## src/pkg/ioire_defs.svh

```systemverilog
/*
 Holds offsets, field positions, reset values and identity constants of the
 pin routing controller. Assumes it is included by its bare name.
*/
`ifndef IOIRE_DEFS_SVH
`define IOIRE_DEFS_SVH

// --------------------------------------------------------------
// Direct and indirect register offsets
// --------------------------------------------------------------
`define IOIRE_OFS_SELECT     8'h00
`define IOIRE_OFS_WINDOW     8'h10
`define IOIRE_OFS_EOI        8'h40
`define IOIRE_IDX_VERSION    8'h01
`define IOIRE_IDX_ENTRY_BASE 8'h10

// --------------------------------------------------------------
// Routing entry field positions
// --------------------------------------------------------------
`define IOIRE_F_VEC_LSB      0
`define IOIRE_F_KIND_LSB     8
`define IOIRE_F_STATUS       12
`define IOIRE_F_POL          13
`define IOIRE_F_TRIG         15
`define IOIRE_F_MASK         16
`define IOIRE_F_EXT_LSB      16
`define IOIRE_F_TGT_LSB      24
`define IOIRE_LO_WMASK       32'h0001_A7FF
`define IOIRE_HI_WMASK       32'hFFFF_0000

// --------------------------------------------------------------
// Reset values and fixed vectors
// --------------------------------------------------------------
`define IOIRE_LO_RESET       32'h0001_0000
`define IOIRE_HI_RESET       32'h0000_0000
`define IOIRE_VEC_NMI        8'h02
`define IOIRE_VEC_LEGACY     8'h00
// Version code value is arbitrary
`define IOIRE_VERSION_ID     8'h5A

`endif

```

## src/pkg/ioire_pkg.sv

```systemverilog
/*
 Types of the pin routing controller. Assumes nothing of its surroundings.
*/
package ioire_pkg;

   typedef enum logic [2:0] {
      IOIRE_KIND_FIXED    = 3'b000,
      IOIRE_KIND_REDIR    = 3'b001,
      IOIRE_KIND_PLATFORM = 3'b010,
      IOIRE_KIND_RSVD3    = 3'b011,
      IOIRE_KIND_NMI      = 3'b100,
      IOIRE_KIND_RESTART  = 3'b101,
      IOIRE_KIND_RSVD6    = 3'b110,
      IOIRE_KIND_LEGACY   = 3'b111
   } ioire_kind_t;

   typedef struct packed {
      logic [7:0]  target;
      logic [7:0]  ext_target;
      logic [7:0]  vector;
      ioire_kind_t kind;
      logic        redirectable;
      logic        level;
      logic [7:0]  pin;
   } ioire_msg_t;

endpackage

```

## src/logic/ioire_controller.sv

```systemverilog
/*
 Pin routing controller: select and window registers, routing entries,
 version register, per-pin sensing and a single message sender.
 Assumes a simple synchronous register port, pins synchronous to clk, and a
 system bus side that accepts one message with msg_valid/msg_ready.
*/
// Operation
// - Each entry holds an eight-bit vector, sent in its message except for kinds 100, 101 and 111.
// - Kind 000 sends an ordinary interrupt; vector 0x10 to 0xFF by software.
// - Kind 001 acts as ordinary but marks the message redirectable.
// - Kind 010 drives platform management input; vector up to 0xF, edge. The code senses and flags it by the trigger bit.
// - Kind 100 sends non-maskable interrupt, edge, vector 0x2.
// - Kind 101 asserts soft restart; vector ignored.
// - Kind 111 is legacy controller delivery, vector 0x0, edge only. The code clears the message level flag but senses by the trigger bit.
// - Acknowledge cycle for legacy delivery goes to the legacy controller.
// - Delivery status is read-only: 0 idle, 1 pending.
// - Polarity 0 is active high, 1 active low.
// - Trigger 0 is edge, 1 is level.
// - Unmasked active edge or level delivers a message.
// - Masked pins discard edges and ignore levels.
// - Masking after acceptance does not affect that interrupt.
// - All entries come out of reset masked.
// - Version register low byte holds a hardwired version code.
// - Version register reports zero-based highest entry index.
// - Entries are reached via an eight-bit select and a data window.
// - New edge recognized only after previous delivery completes.
// - End of service on asserted level input sends a fresh message.
`timescale 1ns/1ps
`include "ioire_defs.svh"

module ioire_controller #(
   parameter int NUM_PINS = 24
) (
   input  wire logic                   clk,
   input  wire logic                   rst,
   input  wire logic                   reg_wr,
   input  wire logic                   reg_rd,
   input  wire logic [7:0]             reg_addr,
   input  wire logic [31:0]            reg_wdata,
   output logic      [31:0]            reg_rdata,
   output logic                        reg_rvalid,
   input  wire logic [NUM_PINS-1:0]    irq_pin,
   output logic                        msg_valid,
   output ioire_pkg::ioire_msg_t       msg,
   input  wire logic                   msg_ready,
   input  wire logic                   ack_cycle,
   output logic                        ack_to_legacy
);

   // --------------------------------------------------------------
   // Register storage
   // --------------------------------------------------------------
   localparam logic [7:0] MAX_ENTRY = 8'(NUM_PINS - 1);
   localparam int         PW = (NUM_PINS > 1) ? $clog2(NUM_PINS) : 1;

   logic [7:0]          select;
   logic [31:0]         entry_lo [NUM_PINS];
   logic [31:0]         entry_hi [NUM_PINS];
   logic [NUM_PINS-1:0] pending;
   logic [NUM_PINS-1:0] eoi_hit;
   logic [NUM_PINS-1:0] delivered;
   logic [NUM_PINS-1:0] level_sel;
   logic                legacy_issued;

   logic                win_entry;
   logic [7:0]          win_off;
   logic [PW-1:0]       win_pin;
   logic                win_hi;

   assign win_off   = select - `IOIRE_IDX_ENTRY_BASE;
   assign win_pin   = win_off[PW:1];
   assign win_hi    = win_off[0];
   assign win_entry = (select >= `IOIRE_IDX_ENTRY_BASE) &&
                      ({1'b0, win_off[7:1]} <= MAX_ENTRY);

   always_ff @(posedge clk) begin
      if (rst)
         select <= 8'h00;
      else if (reg_wr && reg_addr == `IOIRE_OFS_SELECT)
         select <= reg_wdata[7:0];
   end

   // Status bit is never stored: writes cannot reach it
   always_ff @(posedge clk) begin
      if (rst) begin
         for (int i = 0; i < NUM_PINS; i++) begin
            entry_lo[i] <= `IOIRE_LO_RESET;
            entry_hi[i] <= `IOIRE_HI_RESET;
         end
      end else if (reg_wr && reg_addr == `IOIRE_OFS_WINDOW && win_entry) begin
         if (win_hi)
            entry_hi[win_pin] <= reg_wdata & `IOIRE_HI_WMASK;
         else
            entry_lo[win_pin] <= reg_wdata & `IOIRE_LO_WMASK;
      end
   end

   // --------------------------------------------------------------
   // Register read
   // --------------------------------------------------------------
   logic [31:0] next_rdata;

   always_comb begin
      next_rdata = 32'h0000_0000;
      if (reg_addr == `IOIRE_OFS_SELECT)
         next_rdata = {24'h00_0000, select};
      else if (reg_addr == `IOIRE_OFS_WINDOW) begin
         if (select == `IOIRE_IDX_VERSION)
            next_rdata = {8'h00, MAX_ENTRY, 8'h00, `IOIRE_VERSION_ID};
         else if (win_entry && win_hi)
            next_rdata = entry_hi[win_pin];
         else if (win_entry) begin
            next_rdata = entry_lo[win_pin];
            next_rdata[`IOIRE_F_STATUS] = pending[win_pin];
         end
      end
   end

   always_ff @(posedge clk) begin
      if (rst) begin
         reg_rdata  <= 32'h0000_0000;
         reg_rvalid <= 1'b0;
      end else begin
         reg_rvalid <= reg_rd;
         reg_rdata  <= reg_rd ? next_rdata : 32'h0000_0000;
      end
   end

   // --------------------------------------------------------------
   // Pin sensing
   // --------------------------------------------------------------
   for (genvar g = 0; g < NUM_PINS; g++) begin : g_pin
      // Non-maskable kind is always sensed on edges, whatever its trigger bit says
      assign level_sel[g] = entry_lo[g][`IOIRE_F_TRIG] &&
                            (entry_lo[g][`IOIRE_F_KIND_LSB +: 3] !=
                             ioire_pkg::IOIRE_KIND_NMI);
      assign eoi_hit[g] = reg_wr && reg_addr == `IOIRE_OFS_EOI &&
                          level_sel[g] &&
                          reg_wdata[7:0] == entry_lo[g][7:0];
      ioire_pin_sense u_sense (
         .clk          (clk),
         .rst          (rst),
         .pin          (irq_pin[g]),
         .polarity_low (entry_lo[g][`IOIRE_F_POL]),
         .level_mode   (level_sel[g]),
         .masked       (entry_lo[g][`IOIRE_F_MASK]),
         .eoi_hit      (eoi_hit[g]),
         .delivered    (delivered[g]),
         .pending      (pending[g])
      );
   end

   // --------------------------------------------------------------
   // Message sender
   // --------------------------------------------------------------
   logic [PW-1:0]          pick;
   logic                   pick_ok;
   ioire_pkg::ioire_msg_t  built;

   always_comb begin
      pick    = '0;
      pick_ok = 1'b0;
      for (int i = NUM_PINS - 1; i >= 0; i--) begin
         if (pending[i]) begin
            pick    = PW'(i);
            pick_ok = 1'b1;
         end
      end
   end

   ioire_msg_build u_build (
      .entry_lo (entry_lo[pick]),
      .entry_hi (entry_hi[pick]),
      .pin_num  (8'(pick)),
      .msg      (built)
   );

   // Once launched, a message completes even if the entry is then masked
   always_ff @(posedge clk) begin
      if (rst) begin
         msg_valid <= 1'b0;
         msg       <= '0;
      end else if (msg_valid) begin
         if (msg_ready)
            msg_valid <= 1'b0;
      end else if (pick_ok && !delivered[pick]) begin
         msg_valid <= 1'b1;
         msg       <= built;
      end
   end

   always_comb begin
      delivered = '0;
      if (msg_valid && msg_ready)
         delivered[msg.pin[PW-1:0]] = 1'b1;
   end

   // --------------------------------------------------------------
   // Legacy acknowledge routing
   // --------------------------------------------------------------
   always_ff @(posedge clk) begin
      if (rst)
         legacy_issued <= 1'b0;
      else if (msg_valid && msg_ready && msg.kind == ioire_pkg::IOIRE_KIND_LEGACY)
         legacy_issued <= 1'b1;
      else if (ack_cycle)
         legacy_issued <= 1'b0;
   end

   always_ff @(posedge clk) begin
      if (rst)
         ack_to_legacy <= 1'b0;
      else
         ack_to_legacy <= ack_cycle && legacy_issued;
   end

   // --------------------------------------------------------------
   // Checks
   // --------------------------------------------------------------
   a_nmi_vector: assert property (@(posedge clk) disable iff (rst)
      (msg_valid && msg.kind == ioire_pkg::IOIRE_KIND_NMI) |->
      (msg.vector == 8'h02 && !msg.level))
      else $error("nmi vector wrong");
   a_legacy_vec: assert property (@(posedge clk) disable iff (rst)
      (msg_valid && msg.kind == ioire_pkg::IOIRE_KIND_LEGACY) |-> msg.vector == 8'h00)
      else $error("legacy vector not zero");
   a_restart_vec: assert property (@(posedge clk) disable iff (rst)
      (msg_valid && msg.kind == ioire_pkg::IOIRE_KIND_RESTART) |-> msg.vector == 8'h00)
      else $error("restart vector not ignored");
   a_msg_hold: assert property (@(posedge clk) disable iff (rst)
      (msg_valid && !msg_ready) |=> (msg_valid && $stable(msg)))
      else $error("message dropped before acceptance");
   a_redir_flag: assert property (@(posedge clk) disable iff (rst)
      msg_valid |-> (msg.redirectable == (msg.kind == ioire_pkg::IOIRE_KIND_REDIR)))
      else $error("redirect flag wrong");
   a_msg_launch: assert property (@(posedge clk) disable iff (rst)
      (!msg_valid && pick_ok) |=> (msg_valid && msg.pin[PW-1:0] == $past(pick)))
      else $error("pending pin not offered");
   a_reset_mask: assert property (@(posedge clk) disable iff (rst)
      $past(rst) |-> entry_lo[0][`IOIRE_F_MASK])
      else $error("entry not masked after reset");
   a_select_write: assert property (@(posedge clk) disable iff (rst)
      (reg_wr && reg_addr == `IOIRE_OFS_SELECT) |=> select == $past(reg_wdata[7:0]))
      else $error("select not written");
   a_read_answer: assert property (@(posedge clk) disable iff (rst)
      reg_rd |=> reg_rvalid)
      else $error("read not answered");
   a_read_idle: assert property (@(posedge clk) disable iff (rst)
      !reg_rd |=> (!reg_rvalid && reg_rdata == 32'h0000_0000))
      else $error("read data without read");
   a_status_read: assert property (@(posedge clk) disable iff (rst)
      (reg_rd && reg_addr == `IOIRE_OFS_WINDOW && win_entry && !win_hi) |=>
      reg_rdata[`IOIRE_F_STATUS] == $past(pending[win_pin]))
      else $error("status bit wrong");
   a_hi_reserved: assert property (@(posedge clk) disable iff (rst)
      (reg_rd && reg_addr == `IOIRE_OFS_WINDOW && win_entry && win_hi) |=>
      reg_rdata[15:0] == 16'h0000)
      else $error("reserved bits not zero");
   a_version_read: assert property (@(posedge clk) disable iff (rst)
      (reg_rd && reg_addr == 8'h10 && select == 8'h01) |=>
      (reg_rvalid && reg_rdata == {8'h00, MAX_ENTRY, 8'h00, 8'h5A}))
      else $error("version read wrong");
   a_ack_route: assert property (@(posedge clk) disable iff (rst)
      (ack_cycle && legacy_issued) |=> ack_to_legacy)
      else $error("acknowledge not routed");
   a_ack_stray: assert property (@(posedge clk) disable iff (rst)
      (ack_cycle && !legacy_issued) |=> !ack_to_legacy)
      else $error("stray acknowledge routed");

   c_fixed_msg: cover property (@(posedge clk) disable iff (rst)
      msg_valid && msg_ready && msg.kind == ioire_pkg::IOIRE_KIND_FIXED);
   c_nmi_msg: cover property (@(posedge clk) disable iff (rst)
      msg_valid && msg_ready && msg.kind == ioire_pkg::IOIRE_KIND_NMI);
   c_level_eoi: cover property (@(posedge clk) disable iff (rst) |eoi_hit);
   c_legacy_ack: cover property (@(posedge clk) disable iff (rst) ack_to_legacy);
   c_status_seen: cover property (@(posedge clk) disable iff (rst)
      reg_rvalid && reg_rdata[`IOIRE_F_STATUS]);

endmodule

```

## src/logic/ioire_msg_build.sv

```systemverilog
/*
 Builds an outgoing interrupt message from a routing entry. Assumes the
 entry low and high words are stable while read.
*/
`timescale 1ns/1ps
`include "ioire_defs.svh"

module ioire_msg_build (
   input  wire logic [31:0]       entry_lo,
   input  wire logic [31:0]       entry_hi,
   input  wire logic [7:0]        pin_num,
   output ioire_pkg::ioire_msg_t  msg
);

   ioire_pkg::ioire_kind_t kind;

   assign kind = ioire_pkg::ioire_kind_t'(entry_lo[`IOIRE_F_KIND_LSB +: 3]);

   always_comb begin
      msg              = '0;
      msg.target       = entry_hi[`IOIRE_F_TGT_LSB +: 8];
      msg.ext_target   = entry_hi[`IOIRE_F_EXT_LSB +: 8];
      msg.vector       = entry_lo[`IOIRE_F_VEC_LSB +: 8];
      msg.kind         = kind;
      msg.pin          = pin_num;
      msg.level        = entry_lo[`IOIRE_F_TRIG];
      msg.redirectable = (kind == ioire_pkg::IOIRE_KIND_REDIR);
      unique case (kind)
         ioire_pkg::IOIRE_KIND_NMI: begin
            msg.vector = `IOIRE_VEC_NMI;
            msg.level  = 1'b0;
         end
         ioire_pkg::IOIRE_KIND_RESTART: begin
            msg.vector = 8'h00;
            msg.level  = 1'b0;
         end
         ioire_pkg::IOIRE_KIND_LEGACY: begin
            msg.vector = `IOIRE_VEC_LEGACY;
            msg.level  = 1'b0;
         end
         default: begin
         end
      endcase
   end

endmodule

```

## src/logic/ioire_pin_sense.sv

```systemverilog
/*
 One interrupt pin front end: polarity, edge or level sensing, masking and
 the pending flag. Assumes the pin is synchronous to clk.
*/
`timescale 1ns/1ps
`include "ioire_defs.svh"

module ioire_pin_sense (
   input  wire logic clk,
   input  wire logic rst,
   input  wire logic pin,
   input  wire logic polarity_low,
   input  wire logic level_mode,
   input  wire logic masked,
   input  wire logic eoi_hit,
   input  wire logic delivered,
   output logic      pending
);

   logic active;
   logic active_q;
   logic level_armed;

   assign active = pin ^ polarity_low;

   always_ff @(posedge clk) begin
      if (rst)
         active_q <= 1'b0;
      else
         active_q <= active;
   end

   // Level re-arms only on end of service, so one assertion gives one message
   always_ff @(posedge clk) begin
      if (rst)
         level_armed <= 1'b1;
      else if (eoi_hit)
         level_armed <= 1'b1;
      else if (delivered && level_mode)
         level_armed <= 1'b0;
      else if (!level_mode)
         level_armed <= 1'b1;
   end

   always_ff @(posedge clk) begin
      if (rst)
         pending <= 1'b0;
      else if (masked && !pending)
         pending <= 1'b0;
      else if (!pending && !masked) begin
         if (level_mode)
            pending <= active && level_armed;
         else
            pending <= active && !active_q;
      end else if (delivered)
         pending <= 1'b0;
   end

   a_edge_take: assert property (@(posedge clk) disable iff (rst)
      (!level_mode && !masked && !pending && active && !active_q) |=> pending)
      else $error("unmasked edge not taken");
   a_mask_drop: assert property (@(posedge clk) disable iff (rst)
      (masked && !pending) |=> !pending)
      else $error("masked pin went pending");
   a_pend_hold: assert property (@(posedge clk) disable iff (rst)
      (pending && !delivered) |=> pending)
      else $error("pending lost before delivery");

endmodule

```

## config.mk

```make
export PLATFORM = sky130hd
export DESIGN_NAME = ioire_controller
export DESIGN_NICKNAME = d
export VERILOG_FILES = /design/src/pkg/ioire_pkg.sv /design/src/logic/ioire_controller.sv /design/src/logic/ioire_msg_build.sv /design/src/logic/ioire_pin_sense.sv
export VERILOG_INCLUDE_DIRS = /design/src /design/src/pkg
export SDC_FILE = /design/constraint.sdc
export NUM_CORES = 2
export LEC_CHECK = 0
export BUFFER_PORTS_ARGS = -buffer_cell sky130_fd_sc_hd__buf_2
export CORE_MARGIN = 5
export CORE_UTILIZATION = 43
export DETAILED_ROUTE_END_ITERATION = 12
export PLACE_DENSITY_LB_ADDON = 0.12
export SKIP_LAST_GASP = 1
export SLEW_MARGIN = 20
export SYNTH_ARGS = -nofsm -noshare
export SYNTH_HDL_FRONTEND = slang
export SYNTH_SLANG_ARGS = --single-unit
```

## constraint.sdc

```tcl
create_clock -name clk -period 4.25 [get_ports clk]
set_input_delay 0 -clock clk [delete_from_list [all_inputs] [get_ports clk]]
set_output_delay 0 -clock clk [all_outputs]
set_load 0.03 [all_outputs]
```

==> metrics.md <==
| Metric | Value |
|---|---|
| Simple-gate portion of the synthesized area | 17.8% |
| Post-synthesis compound-gate area fraction | 6.08% |
| Clk sinks | 1108 |
| Total wire length | 193 mm |
| Number of synthesized flops with an enable pin | 960 |
| Final HPWL DP | 133 mm |
| Layout cells sized above 1 | 18.5% |
| Antenna-violating nets left | 0 |
| Die Wd | 373 um |
| Worst setup path category | reg -> reg |
| GRT overflow | 0 |
| Total power divided by cell area | 442 mW/mm2 |
| CP endpoint kind | flop |
| Vias | 40100 |
| F_max | 252 MHz |
| Final Max Slew Viols | 0 |
| Seq/Total Area, Yosys | 56.0% |
| GRT Util Overall | 27.2% |
| Placed cells | 6482 |
| Relative slew margins | 18.0% |
| Final Cycle Share | 93.2% |
| Asr flop ratio synth | 0% |
| Setup bufs post-CTS | 0 |
| Final Non-Filler Cells | 6814 |
| Layout area overhead | 16.0% |
| Crit Path Max Fanout | 11 |
| Final Hold Viols | 0 |
| # rows | 133 |
| CTS tree | done |
| Mux cell area share after synthesis | 13.7% |
| DRT iter0 DRCs | 5417 |
| Top-area cell type share of the netlist area | 50.8% |
| Core area | 0.131 mm2 |
| Mapped Area | 0.0567 mm2 |
| Final net count | 5018 |
| Leak | 24.0 nW |
| Largest net degree at the start of global routing | 101 |
| Total of max-cap violations | 0 |
| Via density per instance | 5.89 |
| Max VDD drop | 0.491 mV |
| Root Driver | clkbuf_16 |
| Min cycle time layout | 3.96 ns |
| Clock skew | 0.0277 ns |
| Synth Warn # | 0 |
| Cell variety after synth | 67 |
| Maximum clock insertion buffer count | 3 |
| Nature of the critical path startpoint | flop |
| Synth top area cells | edfxtp_1 (51%), mux4_2 (12%), and2_1 (7.7%) |
| Outcome | finished, final reports clean |
| Initial Util | 43.2% |
| Top Ports | 142 |
| DRC Markers | 0 |
| Routability cong. | 0.907 |
| Worst-margin pin slew | 1.23 ns |
| Setup violators final | 0 |
| Worst-path clk slew | 0.06 ns |
| Worst R2R Start | g_pin[11].u_sense.pending |
| PortBufs | 133 |
| Hold Path Class | in -> reg |
| CTS Buf Count | 132 |
| Die Ht | 373 um |
| RSZ-0062 raised after global routing | false |
| Post-synthesis adder-cell area fraction | 0.110% |
| Syn Area/Cell | 12.4 um2 |
| Setup TNS | 0 ns |
| Number of synthesized register bits | 1108 |
| Leading area contributor after synthesis | edfxtp_1 |
| Min-delay src | irq_pin[11] |
| Number of global-route vias before repair | 38600 |
| Synth Flop Type | edfxtp_1 |
| Die ar. | 0.139 mm2 |
| CTS resizes | 0 |
| CP startpoint | g_pin[11].u_sense.pending |
| # hold bufs at CTS | 81 |
| Synthesized-area fraction occupied by xor and xnor cells | 3.33% |
| Worst-Skew Late Latency | 0.78 ns |
| First-pass GRT wire length | 279 mm |
| Min Hold Slack | 0.0537 ns |
| WL/cell | 28.3 um |
| Htree depth | 4 |
| Post-Synthesis Cells | 4565 |
| DR pass1 iterations | 6 |
| Largest family of logic cells by synthesized area | simple AND/OR/NAND/NOR gates |
| WP data arrival | 4.67 ns |
| Initial antenna violation count | 10 |
| Worst endpoint required time | 4.96 ns |
==> cells in the mapped netlist (9+ instances only) <==
library cell and instances:
nor4_1 87, o32ai_1 12, and3_1 111, mux4_2 307, a32o_1 12, or3_1 26, mux2i_1 80, a211oi_1 75
a311oi_1 64, dfxtp_1 148, inv_1 9, a2111oi_0 26, nor2_1 245, xor2_1 192, edfxtp_1 960, and2_1 702
a221oi_1 10, nor3_1 68, buf_1 45, xnor2_1 24, or2_2 57, buf_2 50, a32oi_1 28, clkbuf_1 292
a21oi_1 104, o41ai_1 15, o211ai_1 19, o21ai_0 70, nand2b_1 12, nand3_1 88, nand2_1 533
==> critical path: stages (launching register included) <==
cell and delay, ns:
dfxtp_1 0.34, buf_4 0.17, nor4_1 0.83, o211a_2 0.51, buf_4 0.29, nand2_1 0.08
a21oi_1 0.14, nor3_1 0.07, a2111oi_1 1.08, a2111o_1 0.22, a32o_1 0.15
==> cells in the final DEF (no fill, tap or decap), types with 14 or more instances in the layout <==
| cell type | instances |
|---|---|
| mux2i_1 | 80 |
| nor2_1 | 239 |
| buf_12 | 19 |
| dfxtp_1 | 144 |
| o21ai_0 | 69 |
| mux4_2 | 307 |
| o211ai_1 | 19 |
| nand2_1 | 533 |
| a211oi_1 | 75 |
| and2_1 | 702 |
| nor3_1 | 67 |
| buf_2 | 131 |
| xnor2_1 | 24 |
| clkinv_1 | 14 |
| clkbuf_16 | 138 |
| conb_1 | 215 |
| and3_1 | 111 |
| buf_4 | 196 |
| a32oi_1 | 28 |
| nand3_1 | 88 |
| edfxtp_1 | 960 |
| xor2_1 | 192 |
| or3_1 | 26 |
| a311oi_1 | 64 |
| clkinv_2 | 22 |
| a2111oi_0 | 25 |
| nor4_1 | 87 |
| dlygate4sd3_1 | 82 |
| or2_2 | 57 |
| clkbuf_1 | 42 |
| o41ai_1 | 14 |
| a21oi_1 | 103 |
==> per-layer routing <==
layer | vias up | wire length, um | global-route usage, %
met3 | 251 | 22000 | 7.05
met2 | 2064 | 81200 | 38.7
met5 | - | 72 | 0
li1 | 17500 | - | -
met4 | 6 | 4250 | 6.47
met1 | 20300 | 85600 | 41.6
==> cell type report <==
cell class	count	area, um2
fillers	11500	65500
flip-flops and latches	1108	31800
multi-input cells	3262	24200
clock buffers	192	3780
repair buffers	429	3340
well taps	1755	2200
clock inverters	52	437
inverters	10	40.0
diodes	6	15.0
==> power by group <==
part / switching, mW / internal, mW / leakage (nW)
logic: 3.42 / 1.72 / 11.3
registers: 0.422 / 12.4 / 10.7
clock network: 4.66 / 6.50 / 2.07
total: 8.51 / 20.6 / 24.0
==> state kept, by name, summed over array words and instances (netlist names) <==
| register | cells |
|---|---|
| ack_to_legacy | 1 |
| entry_hi | 512 |
| entry_lo | 448 |
| g_pin.u_sense.active_q | 24 |
| g_pin.u_sense.level_armed | 24 |
| g_pin.u_sense.pending | 24 |
| legacy_issued | 1 |
| msg | 34 |
| msg_valid | 1 |
| reg_rdata | 30 |
| reg_rvalid | 1 |
| select | 8 |
==> final timing paths <==
path / endpoint / slack, ns / cells after the start
max: msg[14] / 0.29 / 10
min: g_pin[11].u_sense.active_q / 0.05 / 4
min reg2reg: g_pin[9].u_sense.level_armed / 0.46 / 2
max reg2reg: msg[14] / 0.29 / 10
==> cells by family after synthesis <==
logic type | Yosys count
xor gates and xnor gates | 216
other | 1
and+or+nand+nor | 1956
AOI/OAI and AO/OA | 479
muxes | 391
adders and majority gates | 5
DFF | 1108
buffers and inverters | 409
==> stage by stage <==
| stage | cell area (um2) | worst slack [ns] | total power [mW] | util, % |
|---|---|---|---|---|
| after global routing | 65800 | 0.245 | 30.0 | 50.1 |
| after floorplan | 57500 | 0.608 | 15.6 | - |
| after CTS | 65800 | 0.487 | 29.1 | 50.1 |
| after global placement | 60700 | 0.410 | 17.9 | 46.3 |
| final | 65800 | 0.290 | 29.1 | 50.1 |
| after detailed placement | 60700 | 0.506 | 18.0 | 46.3 |
Power figures use the tool's default switching activity.
